## src/logic/lpm_pkg.sv

```systemverilog
// constants and types for the low power mode controller
package lpm_pkg;
	// register byte addresses
	localparam logic [7:0] SLEEP_CONTROL_ADDR = 8'h38;
	localparam logic [7:0] OSC_PAUSE_CONTROL_ADDR = 8'h3C;
	// sleep_control fields
	localparam int SLP_REQ_BIT = 7;
	localparam int WAKE_METHOD_BIT = 6;
	localparam int SLP_RSVD_BIT = 5;
	localparam int PIN_HOLD_BIT = 4;
	localparam int SETTLE_LO_BIT = 2;
	// osc_and_pause_control fields
	localparam int OSC_ON_BIT = 7;
	localparam int CPU_PAUSE_BIT = 2;
	localparam int GATE_BIT = 4;
	localparam logic [7:0] SLEEP_CONTROL_RST = 8'h00;
	localparam logic [7:0] OSC_PAUSE_RST = 8'h80;
	// settle counts in high-frequency clocks
	localparam logic [17:0] SETTLE_CNT_00 = 18'h3_0000;
	localparam logic [17:0] SETTLE_CNT_01 = 18'h1_0000;
	localparam logic [17:0] SETTLE_CNT_10 = 18'h0_C000;
	localparam logic [17:0] SETTLE_CNT_11 = 18'h0_4000;
	localparam logic [17:0] DIV_ZERO = 18'h0_0000;
	localparam logic [15:0] PC_SKIP = 16'h0002;

	typedef enum {
		ST_RUN,
		ST_SLEEP,
		ST_SETTLE,
		ST_CPU_PAUSE,
		ST_GATED
	} lpm_mode_e;

	typedef struct packed {
		logic cpuHalt;
		logic wdtHalt;
		logic periphHalt;
		logic oscOn;
		logic pinHiZ;
		logic inputsZero;
		logic wakePinHiZ;
	} lpm_ctl_s;
endpackage

```

## src/logic/lpm_low_power_mode_control.sv

```systemverilog
// low power mode controller with AHB-Lite register slave
//Contract
//- setting sleep request bit seven stops oscillator and halts everything
//- deep sleep keeps memory, registers, status word and port latches
//- sleep entry clears prescaler and divider; restart begins from zero
//- during sleep program counter holds request address plus two
//- wake method bit: zero edge release, one level release
//- level release leaves sleep while wake pin is high
//- level release sleep request with pin high goes straight to warm-up
//- output hold bit zero floats ports in sleep, one keeps driving
//- with hold zero in sleep, port inputs read as zero
//- wake pin port floats in sleep regardless of hold bit
//- settle field selects 3*2^16, 2^16, 3*2^14 or 2^14 clocks
//- release restarts oscillator, halts for settle, then resumes after request
//- reset pin low ends sleep at once with a normal reset
//- bits one and zero of sleep control read undefined
//- oscillator enable one runs oscillator; clearing it resets the device
//- cpu pause bit stops cpu and watchdog; cleared on release
//- clock gate bit enters gated pause; cleared on release
//- write zero to bits six, five; bits three, one, zero undefined
//- gated pause return timed by asynchronous clock, may be shorter
//- gated pause ends on falling edge of selected tick source clock
//- cpu pause resumes on enabled interrupt, restores previous mode
`timescale 1ns/100ps
`default_nettype none
module lpm_low_power_mode_control (
	input wire logic mclk,
	input wire logic sys_rst,
	input wire logic hsel,
	input wire logic [31:0] haddr,
	input wire logic [1:0] htrans,
	input wire logic hwrite,
	input wire logic [2:0] hsize,
	input wire logic [31:0] hwdata,
	input wire logic hready,
	output logic [31:0] hrdata,
	output logic hreadyout,
	output logic hresp,
	input wire logic resetPin_n,
	input wire logic wakePin,
	input wire logic tickSrcClk,
	input wire logic irqPending,
	input wire logic [15:0] cpuPc,
	output lpm_pkg::lpm_ctl_s ctl,
	output logic [15:0] heldPc,
	output logic deviceReset,
	output logic [17:0] divCount,
	output logic [2:0] modeState
);
	lpm_pkg::lpm_mode_e mode_r;
	logic [7:0] sleepCtl_r;
	logic [7:0] oscCtl_r;
	logic [17:0] div_r;
	logic [15:0] pc_r;
	logic wakePrev_r;
	logic tickPrev_r;
	logic oscRst_r;
	logic wrPend_r;
	logic [7:0] wrAddr_r;
	logic [7:0] wd;
	logic [17:0] settleCnt;
	logic rstAll;
	logic wrSleep;
	logic wrOsc;
	logic wakeHit;
	logic tickFall;

	assign rstAll = sys_rst || !resetPin_n || oscRst_r;
	assign hreadyout = 1'b1;
	assign hresp = 1'b0;
	assign wd = hwdata[7:0];
	assign wrSleep = wrPend_r && wrAddr_r == lpm_pkg::SLEEP_CONTROL_ADDR;
	assign wrOsc = wrPend_r && wrAddr_r == lpm_pkg::OSC_PAUSE_CONTROL_ADDR;
	assign wakeHit = sleepCtl_r[lpm_pkg::WAKE_METHOD_BIT] ? wakePin
		: (wakePin && !wakePrev_r);
	assign tickFall = tickPrev_r && !tickSrcClk;

	always_comb begin
		case (sleepCtl_r[lpm_pkg::SETTLE_LO_BIT +: 2])
			2'b00: settleCnt = lpm_pkg::SETTLE_CNT_00;
			2'b01: settleCnt = lpm_pkg::SETTLE_CNT_01;
			2'b10: settleCnt = lpm_pkg::SETTLE_CNT_10;
			default: settleCnt = lpm_pkg::SETTLE_CNT_11;
		endcase
	end

	// address phase capture for writes
	always_ff @(posedge mclk) begin
		if (sys_rst) begin
			wrPend_r <= 1'b0;
			wrAddr_r <= 8'h00;
		end else begin
			wrPend_r <= hsel && hready && htrans[1] && hwrite;
			wrAddr_r <= haddr[7:0];
		end
	end

	// read data registered in address phase; unmapped reads give zero
	always_ff @(posedge mclk) begin
		if (sys_rst) begin
			hrdata <= 32'h0000_0000;
		end else if (hsel && hready && htrans[1] && !hwrite) begin
			// low bits undefined, shown as zero
			if (haddr[7:0] == lpm_pkg::SLEEP_CONTROL_ADDR)
				hrdata <= {24'h00_0000, sleepCtl_r[7:2], 2'b00};
			else if (haddr[7:0] == lpm_pkg::OSC_PAUSE_CONTROL_ADDR)
				hrdata <= {24'h00_0000, oscCtl_r & 8'h94};
			else
				hrdata <= 32'h0000_0000;
		end
	end

	// oscillator-off reset pulse
	always_ff @(posedge mclk) begin
		if (sys_rst) begin
			oscRst_r <= 1'b0;
		end else begin
			oscRst_r <= wrOsc && !wd[lpm_pkg::OSC_ON_BIT];
		end
	end

	always_ff @(posedge mclk) begin
		if (rstAll) begin
			wakePrev_r <= 1'b0;
			tickPrev_r <= 1'b0;
		end else begin
			wakePrev_r <= wakePin;
			tickPrev_r <= tickSrcClk;
		end
	end

	// mode sequencer and register bits with hardware clears
	always_ff @(posedge mclk) begin
		if (rstAll) begin
			mode_r <= lpm_pkg::ST_RUN;
			sleepCtl_r <= lpm_pkg::SLEEP_CONTROL_RST;
			oscCtl_r <= lpm_pkg::OSC_PAUSE_RST;
		end else begin
			case (mode_r)
				lpm_pkg::ST_RUN: begin
					if (wrSleep) begin
						sleepCtl_r <= wd & 8'hDC;
						if (wd[lpm_pkg::SLP_REQ_BIT]) begin
							if (wd[lpm_pkg::WAKE_METHOD_BIT] && wakePin)
								mode_r <= lpm_pkg::ST_SETTLE;
							else
								mode_r <= lpm_pkg::ST_SLEEP;
						end
					end else if (wrOsc) begin
						oscCtl_r <= wd & 8'h94;
						if (wd[lpm_pkg::CPU_PAUSE_BIT])
							mode_r <= lpm_pkg::ST_CPU_PAUSE;
						else if (wd[lpm_pkg::GATE_BIT])
							mode_r <= lpm_pkg::ST_GATED;
					end
				end
				lpm_pkg::ST_SLEEP: begin
					if (wakeHit)
						mode_r <= lpm_pkg::ST_SETTLE;
				end
				lpm_pkg::ST_SETTLE: begin
					if (div_r >= settleCnt - 18'h0_0001) begin
						mode_r <= lpm_pkg::ST_RUN;
						sleepCtl_r[lpm_pkg::SLP_REQ_BIT] <= 1'b0;
					end
				end
				lpm_pkg::ST_CPU_PAUSE: begin
					if (irqPending) begin
						mode_r <= lpm_pkg::ST_RUN;
						oscCtl_r[lpm_pkg::CPU_PAUSE_BIT] <= 1'b0;
					end
				end
				lpm_pkg::ST_GATED: begin
					// may end before a full tick period
					if (tickFall) begin
						mode_r <= lpm_pkg::ST_RUN;
						oscCtl_r[lpm_pkg::GATE_BIT] <= 1'b0;
					end
				end
				default: mode_r <= lpm_pkg::ST_RUN;
			endcase
		end
	end

	// timing generator divider
	always_ff @(posedge mclk) begin
		if (rstAll) begin
			div_r <= lpm_pkg::DIV_ZERO;
		end else if (mode_r == lpm_pkg::ST_SETTLE) begin
			div_r <= div_r + 18'h0_0001;
		end else if (mode_r == lpm_pkg::ST_SLEEP) begin
			div_r <= lpm_pkg::DIV_ZERO;
		end else if (mode_r == lpm_pkg::ST_RUN && (wrSleep
			&& wd[lpm_pkg::SLP_REQ_BIT])) begin
			div_r <= lpm_pkg::DIV_ZERO;
		end else if (mode_r != lpm_pkg::ST_GATED) begin
			div_r <= div_r + 18'h0_0001;
		end
	end

	// captured program counter for any pause
	always_ff @(posedge mclk) begin
		if (rstAll) begin
			pc_r <= 16'h0000;
		end else if (mode_r == lpm_pkg::ST_RUN && (wrSleep || wrOsc)) begin
			pc_r <= cpuPc + lpm_pkg::PC_SKIP;
		end
	end

	// control outputs from flip-flops
	always_ff @(posedge mclk) begin
		if (rstAll) begin
			ctl <= '{default: 1'b0, oscOn: 1'b1};
			heldPc <= 16'h0000;
		end else begin
			ctl.cpuHalt <= mode_r != lpm_pkg::ST_RUN;
			ctl.wdtHalt <= mode_r != lpm_pkg::ST_RUN;
			ctl.periphHalt <= mode_r == lpm_pkg::ST_SLEEP
				|| mode_r == lpm_pkg::ST_SETTLE
				|| mode_r == lpm_pkg::ST_GATED;
			ctl.oscOn <= mode_r != lpm_pkg::ST_SLEEP;
			// hold bit chooses float or drive
			ctl.pinHiZ <= mode_r == lpm_pkg::ST_SLEEP
				&& !sleepCtl_r[lpm_pkg::PIN_HOLD_BIT];
			ctl.inputsZero <= mode_r == lpm_pkg::ST_SLEEP
				&& !sleepCtl_r[lpm_pkg::PIN_HOLD_BIT];
			ctl.wakePinHiZ <= mode_r == lpm_pkg::ST_SLEEP;
			heldPc <= pc_r;
		end
	end

	assign deviceReset = rstAll;
	assign divCount = div_r;
	assign modeState = 3'(mode_r);

	a_sleep_osc_off: assert property (@(posedge mclk) disable iff (rstAll)
		mode_r == lpm_pkg::ST_SLEEP |=> !ctl.oscOn)
		else $error("oscillator running in sleep");
	a_sleep_div_zero: assert property (@(posedge mclk) disable iff (rstAll)
		mode_r == lpm_pkg::ST_SLEEP && $past(mode_r) == lpm_pkg::ST_SLEEP
		|-> div_r == lpm_pkg::DIV_ZERO)
		else $error("divider not cleared in sleep");
	a_level_skip: assert property (@(posedge mclk) disable iff (rstAll)
		mode_r == lpm_pkg::ST_RUN && wrSleep && wd[7] && wd[6] && wakePin
		|=> mode_r == lpm_pkg::ST_SETTLE)
		else $error("level request with pin high did not skip sleep");
	a_level_wake: assert property (@(posedge mclk) disable iff (rstAll)
		mode_r == lpm_pkg::ST_SLEEP && sleepCtl_r[6] && wakePin
		|=> mode_r == lpm_pkg::ST_SETTLE)
		else $error("level wake missed");
	a_wake_pin_float: assert property (@(posedge mclk) disable iff (rstAll)
		mode_r == lpm_pkg::ST_SLEEP |=> ctl.wakePinHiZ)
		else $error("wake pin driven in sleep");
	a_hold_drive: assert property (@(posedge mclk) disable iff (rstAll)
		mode_r == lpm_pkg::ST_SLEEP && sleepCtl_r[4] |=> !ctl.pinHiZ)
		else $error("held pins floated");
	a_pause_clear: assert property (@(posedge mclk) disable iff (rstAll)
		mode_r == lpm_pkg::ST_CPU_PAUSE && irqPending
		|=> !oscCtl_r[2] && mode_r == lpm_pkg::ST_RUN)
		else $error("pause bit not cleared on release");
	a_gate_clear: assert property (@(posedge mclk) disable iff (rstAll)
		mode_r == lpm_pkg::ST_GATED && tickFall
		|=> !oscCtl_r[4] && mode_r == lpm_pkg::ST_RUN)
		else $error("gate bit not cleared on release");
	a_settle_short: assert property (@(posedge mclk) disable iff (rstAll)
		mode_r == lpm_pkg::ST_SETTLE && sleepCtl_r[3:2] == 2'b11
		&& div_r == 18'h0_3FFF |=> mode_r == lpm_pkg::ST_RUN)
		else $error("shortest settle count wrong");
	a_osc_reset: assert property (@(posedge mclk) disable iff (sys_rst)
		wrOsc && !wd[7] |=> deviceReset)
		else $error("oscillator clear did not reset");

	a_sleep_entry: assert property (@(posedge mclk) disable iff (rstAll)
		mode_r == lpm_pkg::ST_RUN && wrSleep && wd[7]
		&& !(wd[6] && wakePin) |=> mode_r == lpm_pkg::ST_SLEEP)
		else $error("sleep request not taken");

	a_edge_wake: assert property (@(posedge mclk) disable iff (rstAll)
		mode_r == lpm_pkg::ST_SLEEP && !sleepCtl_r[6] && wakePin
		&& !wakePrev_r |=> mode_r == lpm_pkg::ST_SETTLE)
		else $error("edge wake missed");

	a_edge_stay: assert property (@(posedge mclk) disable iff (rstAll)
		mode_r == lpm_pkg::ST_SLEEP && !sleepCtl_r[6] && !wakePin
		|=> mode_r == lpm_pkg::ST_SLEEP)
		else $error("edge sleep left without a rising pin");

	a_settle_start: assert property (@(posedge mclk) disable iff (rstAll)
		mode_r == lpm_pkg::ST_SETTLE && $past(mode_r) != lpm_pkg::ST_SETTLE
		|-> div_r == lpm_pkg::DIV_ZERO)
		else $error("warm-up did not start from zero");

	a_settle_hold: assert property (@(posedge mclk) disable iff (rstAll)
		mode_r == lpm_pkg::ST_SETTLE && div_r < settleCnt - 18'h0_0001
		|=> mode_r == lpm_pkg::ST_SETTLE)
		else $error("warm-up ended early");

	a_settle_halt: assert property (@(posedge mclk) disable iff (rstAll)
		mode_r == lpm_pkg::ST_SETTLE
		|=> ctl.cpuHalt && ctl.periphHalt && ctl.oscOn)
		else $error("core ran during warm-up");

	a_pc_held: assert property (@(posedge mclk) disable iff (rstAll)
		mode_r == lpm_pkg::ST_SLEEP && $past(mode_r) == lpm_pkg::ST_SLEEP
		|-> heldPc == pc_r)
		else $error("held program counter moved in sleep");

	a_inputs_zero: assert property (@(posedge mclk) disable iff (rstAll)
		mode_r == lpm_pkg::ST_SLEEP && !sleepCtl_r[4]
		|=> ctl.inputsZero)
		else $error("inputs not forced low in sleep");

	a_pause_entry: assert property (@(posedge mclk) disable iff (rstAll)
		mode_r == lpm_pkg::ST_RUN && wrOsc && wd[7] && wd[2]
		|=> mode_r == lpm_pkg::ST_CPU_PAUSE)
		else $error("cpu pause not entered");

	a_pause_halts: assert property (@(posedge mclk) disable iff (rstAll)
		mode_r == lpm_pkg::ST_CPU_PAUSE
		|=> ctl.cpuHalt && ctl.wdtHalt && !ctl.periphHalt)
		else $error("cpu pause halts wrong units");

	a_gate_entry: assert property (@(posedge mclk) disable iff (rstAll)
		mode_r == lpm_pkg::ST_RUN && wrOsc && wd[7] && !wd[2] && wd[4]
		|=> mode_r == lpm_pkg::ST_GATED)
		else $error("gated pause not entered");

	a_gated_halts: assert property (@(posedge mclk) disable iff (rstAll)
		mode_r == lpm_pkg::ST_GATED |=> ctl.periphHalt)
		else $error("peripherals clocked in gated pause");

	a_pin_reset: assert property (@(posedge mclk) disable iff (sys_rst)
		!resetPin_n |=> mode_r == lpm_pkg::ST_RUN)
		else $error("reset pin did not return to run");

	a_read_low: assert property (@(posedge mclk) disable iff (sys_rst)
		hsel && hready && htrans[1] && !hwrite
		&& haddr[7:0] == lpm_pkg::SLEEP_CONTROL_ADDR
		|=> hrdata[1:0] == 2'b00)
		else $error("undefined sleep bits not read as zero");

	a_rsvd_zero: assert property (@(posedge mclk) disable iff (rstAll)
		mode_r == lpm_pkg::ST_RUN && (wrSleep || wrOsc)
		|=> !sleepCtl_r[5] && oscCtl_r[6:5] == 2'b00)
		else $error("reserved control bits set");
endmodule
`default_nettype wire

```

## config.mk

```make
export PLATFORM = sky130hd
export DESIGN_NAME = lpm_low_power_mode_control
export DESIGN_NICKNAME = d
export VERILOG_FILES = /design/src/logic/lpm_pkg.sv /design/src/logic/lpm_low_power_mode_control.sv
export SDC_FILE = /design/constraint.sdc
export NUM_CORES = 1
export LEC_CHECK = 0
export BUFFER_PORTS_ARGS = -buffer_cell sky130_fd_sc_hd__buf_2
export CORE_MARGIN = 3
export CORE_UTILIZATION = 49
export CTS_BUF_LIST = sky130_fd_sc_hd__clkbuf_8
export CTS_CLUSTER_DIAMETER = 80
export DETAILED_ROUTE_END_ITERATION = 10
export PLACE_DENSITY_LB_ADDON = 0.3
export SLEW_MARGIN = 20
export SYNTH_ARGS = -nofsm -noshare
export SYNTH_HDL_FRONTEND = slang
export SYNTH_SLANG_ARGS = --single-unit
```

## constraint.sdc

```tcl
create_clock -name mclk -period 2.58 [get_ports mclk]
set_clock_uncertainty 0.05 [all_clocks]
set_input_delay 0.129 -clock mclk [delete_from_list [all_inputs] [get_ports mclk]]
set_output_delay 0.129 -clock mclk [all_outputs]
set_load 0.1 [all_outputs]
```

==> results by group <==
Place
  • Placed Instance Area: 4173 um^2
  • Post-placement setup slack: ~0.32 ns
  • Routability congestion estimate from global placement: 0.8324
  • Port bufs: 88
  • DP Wirelength: 5540 um

Route
  • Via count: between 3000 and 4000
  • Number of DRC violations after detailed-routing iteration 0: between 70 and 80
  • Antenna-violating nets left: 0
  • Total Wirelength: between 7000 and 8000 um
  • Number of optimization iterations in the first detailed-route pass: 4
  • DRC errors left: 0
  • Average wire length per cell after detail routing: ~13 um
  • Vias per inst: between 5 and 6

Power
  • Power density over the cells: 548.2 nW/um^2
  • Leakage: approximately 1.9 nW
  • Worst supply voltage drop on vdd: ~0.36 mV

Die
  • Initial Util: 0.5136
  • Standard-cell rows: 31
  • Overall die area: just under 9000 um^2
  • Floorplan core area: roughly 7400 um^2
  • I/O pins: between 150 and 200
  • Die outline width: 94.12 um
  • Die span in y: 94.12 um

Layout
  • Area added between synthesis and finish: 18.48%
  • Commonest non-fill, non-tap cells in the layout: 88 x buf_2, 82 x dfxtp_1, 49 x nor2_1
  • Count of antenna diodes in the layout: 0
  • Share of cells above drive strength 1: 0.2698
  • Final design area excluding fillers: roughly 4500 um^2
  • Leading cell type in the layout, fill and taps excluded: buf_2
  • Final #Nets: ~600

Global route
  • Pin count of the biggest net entering global routing: 32
  • Via count of the first global-routing pass: around 2700
  • GRT overflow: 0
  • Overall track demand over capacity in global routing: 0.1733
  • Initial antenna violation count: 0
  • Global-route wire length before repair: approximately 12000 um

Critical path
  • Crit-path max cell delay: 0.49 ns
  • Arrival time at the worst endpoint: roughly 2.5 ns
  • Crit path cell chain: or2_2, ha_1, nand2_1, nor4_1, a21oi_1, or4_1, a31oi_1
  • Minimum setup slack among reg-to-reg paths: between 0.2 and 0.3 ns
  • Critical-path top delay cell: or4_1
  • Critical path type: reg -> reg
  • Required @ worst endpoint: 2.80 ns
  • Worst-path fanout max: 6
  • Kind of start point of the critical path: register
  • Critical path capture point type: register

Timing
  • Final Hold Fails: 0
  • Max Clock Freq: ~440 MHz
  • Final count of pins violating max slew: 0
  • Setup violations, final: 0
  • RSZ-0062 raised after global routing: false
  • Slew at the pin closest to its max-slew limit: 0.7236 ns
  • Worst path setup slack after routing: a little under 0.3 ns
  • Min Clock Period, post-route: roughly 2.3 ns
  • Final total negative setup slack: 0 ns
  • Final period utilization: 0.8866
  • Worst slew margin relative to its limit: 0.5176

Synth
  • Warnings, synthesis: 0
  • Most used DFF post-synth: dfxtp_1
  • Post-synthesis sequential area ratio: 0.4367
  • Mean post-synth cell area: ~9.5 um^2
  • Post-synth EDFFs: 0
  • Synthesized area: between 3000 and 4000 um^2
  • Netlist cell types: 55
  • Synthesized instance count: roughly 400
  • Asr flop ratio synth: 0
  • Yosys reg bits: 83

Job
  • Number of max-cap violations: 0

Clock tree
  • Clk root buf: clkbuf_8
  • Clock latency of the later-clocked register in the worst-skew pair: 0.35 ns
  • Number of sinks driven by the clock tree: 83
  • CTS Buffer Depth: 2
  • TritonCTS clock tree: yes
  • CTS-repair resized insts: 0
  • TritonCTS buffer count: 9
  • CTS HTree Levels: 3
  • Clock transition at the registers of the reported paths: about 0.090 ns

Outcome
  • Outcome: complete, no violations

Min path
  • Type of the most critical hold path: in -> reg
==> where the power goes <==
| group | switching [mW] | internal, mW | leakage (nW) |
|---|---|---|---|
| clock | 0.483 | 0.354 | 0.0860 |
| sequential | 0.00783 | 1.29 | 0.671 |
| combinational | 0.272 | 0.0645 | 1.10 |
==> flip-flops by register name, summed over array words and instances (netlist names) <==
| name | cells |
|---|---|
| heldPc | 16 |
| divCount | 18 |
| oscCtl_r | 3 |
| wrPend_r | 1 |
| pc_r | 16 |
| oscRst_r | 1 |
| mode_r | 3 |
| tickPrev_r | 1 |
| ctl | 5 |
| hrdata | 5 |
| wrAddr_r | 8 |
| wakePrev_r | 1 |
| sleepCtl_r | 5 |
==> synth_stat cells (all sizes together) (2+ instances only) <==
| cell type | n | area (um^2) |
|---|---|---|
| dfxtp | 83 | 1662 |
| nor2 | 49 | 183.9 |
| buf | 40 | 295.3 |
| and2 | 22 | 137.6 |
| nand2 | 21 | 78.83 |
| nand3 | 16 | 80.08 |
| xor2 | 16 | 140.1 |
| nand4 | 14 | 87.58 |
| xnor2 | 13 | 113.9 |
| a21oi | 10 | 50.05 |
| nor2b | 10 | 62.56 |
| a211oi | 9 | 112.6 |
| o21ai | 9 | 45.04 |
| clkbuf | 8 | 30.03 |
| mux2i | 8 | 80.08 |
| nor3 | 8 | 56.31 |
| inv | 7 | 26.28 |
| nor4 | 7 | 80.07 |
| ha | 6 | 75.07 |
| a22oi | 3 | 22.52 |
| mux2 | 3 | 33.78 |
| nor3b | 3 | 27.52 |
| o211ai | 3 | 22.52 |
| o31ai | 3 | 27.52 |
| or4 | 3 | 22.52 |
| a32oi | 2 | 17.52 |
| and3 | 2 | 12.51 |
| conb | 2 | 7.510 |
| nand2b | 2 | 12.51 |
| nand4bb | 2 | 55.05 |
| o311ai | 2 | 25.03 |
| or2 | 2 | 12.51 |
| or3 | 2 | 17.52 |
| or3b | 2 | 17.52 |
==> cell type report <==
type,count,area (um^2)
multi-input combinational,291,1897
tap,99,123.9
clock inverter,7,51.30
sequential,83,1663
timing repair buffer,107,623.1
clock buffer,9,123.9
inverter,7,26.28
fill,644,2900
==> metal layers <==
layer / routed length (um) / track usage / vias to the layer above
met1: 3504 / 0.2144 / 1409
met4: 108 / 0.05054 / 0
li1: - / - / 1515
met2: 3717 / 0.2969 / 84
met5: 0 / 0 / -
met3: 396 / 0.04327 / 9
==> path summary, 6_finish.rpt <==
path / from / endpoint / depth (start not counted)
max reg2reg: sleepCtl_r[3]$_SDFFE_PP0P_ / sleepCtl_r[7]$_SDFFE_PP0P_ / 7
min reg2reg: pc_r[11]$_SDFFE_PP0P_ / heldPc[11]$_SDFF_PP0_ / 1
max: sleepCtl_r[3]$_SDFFE_PP0P_ / sleepCtl_r[7]$_SDFFE_PP0P_ / 7
min: haddr[0] / wrAddr_r[0]$_SDFF_PP0_ / 2
==> timing repair <==
item / in CTS / in global routing
hold endpoints to repair: 15 / 0
buffers inserted: 0 / 0
hold buffers: 16 / 0
==> metrics by stage <==
step,hold WS (ns),power [mW],instances,utilization
final,0.02089,2.471,603,0.6085
after detailed placement,0.3096,1.645,571,0.5632
after CTS,0.0004332,2.494,603,0.6085
after floorplan,0.1506,1.619,429,-
after global placement,0.3015,1.642,571,0.5632
after global routing,0.003765,2.568,603,0.6085
==> kinds of logic (layout without fill, tap and decap cells) <==
kind of cell | Yosys count | after routing | share of synthesized area
compound gates | 46 | 46 | 0.09504
mux | 11 | 11 | 0.02992
xor+xnor | 29 | 29 | 0.06675
other cells | 2 | 30 | 0.001974
flops | 83 | 83 | 0.4367
buf+inv | 55 | 130 | 0.09240
simple gates | 169 | 169 | 0.2575
fa+ha+maj | 6 | 6 | 0.01973
==> worst max-delay path, delay by kind of cell (launching register included) <==
family                   cells  cell delay, ns
adder cells (fa/ha/maj)      1            0.29
AND/OR/NAND/NOR              4            1.12
AO/OA/AOI/OAI                2            0.38
flip-flops                   1            0.37
No activity file was read; power rests on OpenSTA's default activity.
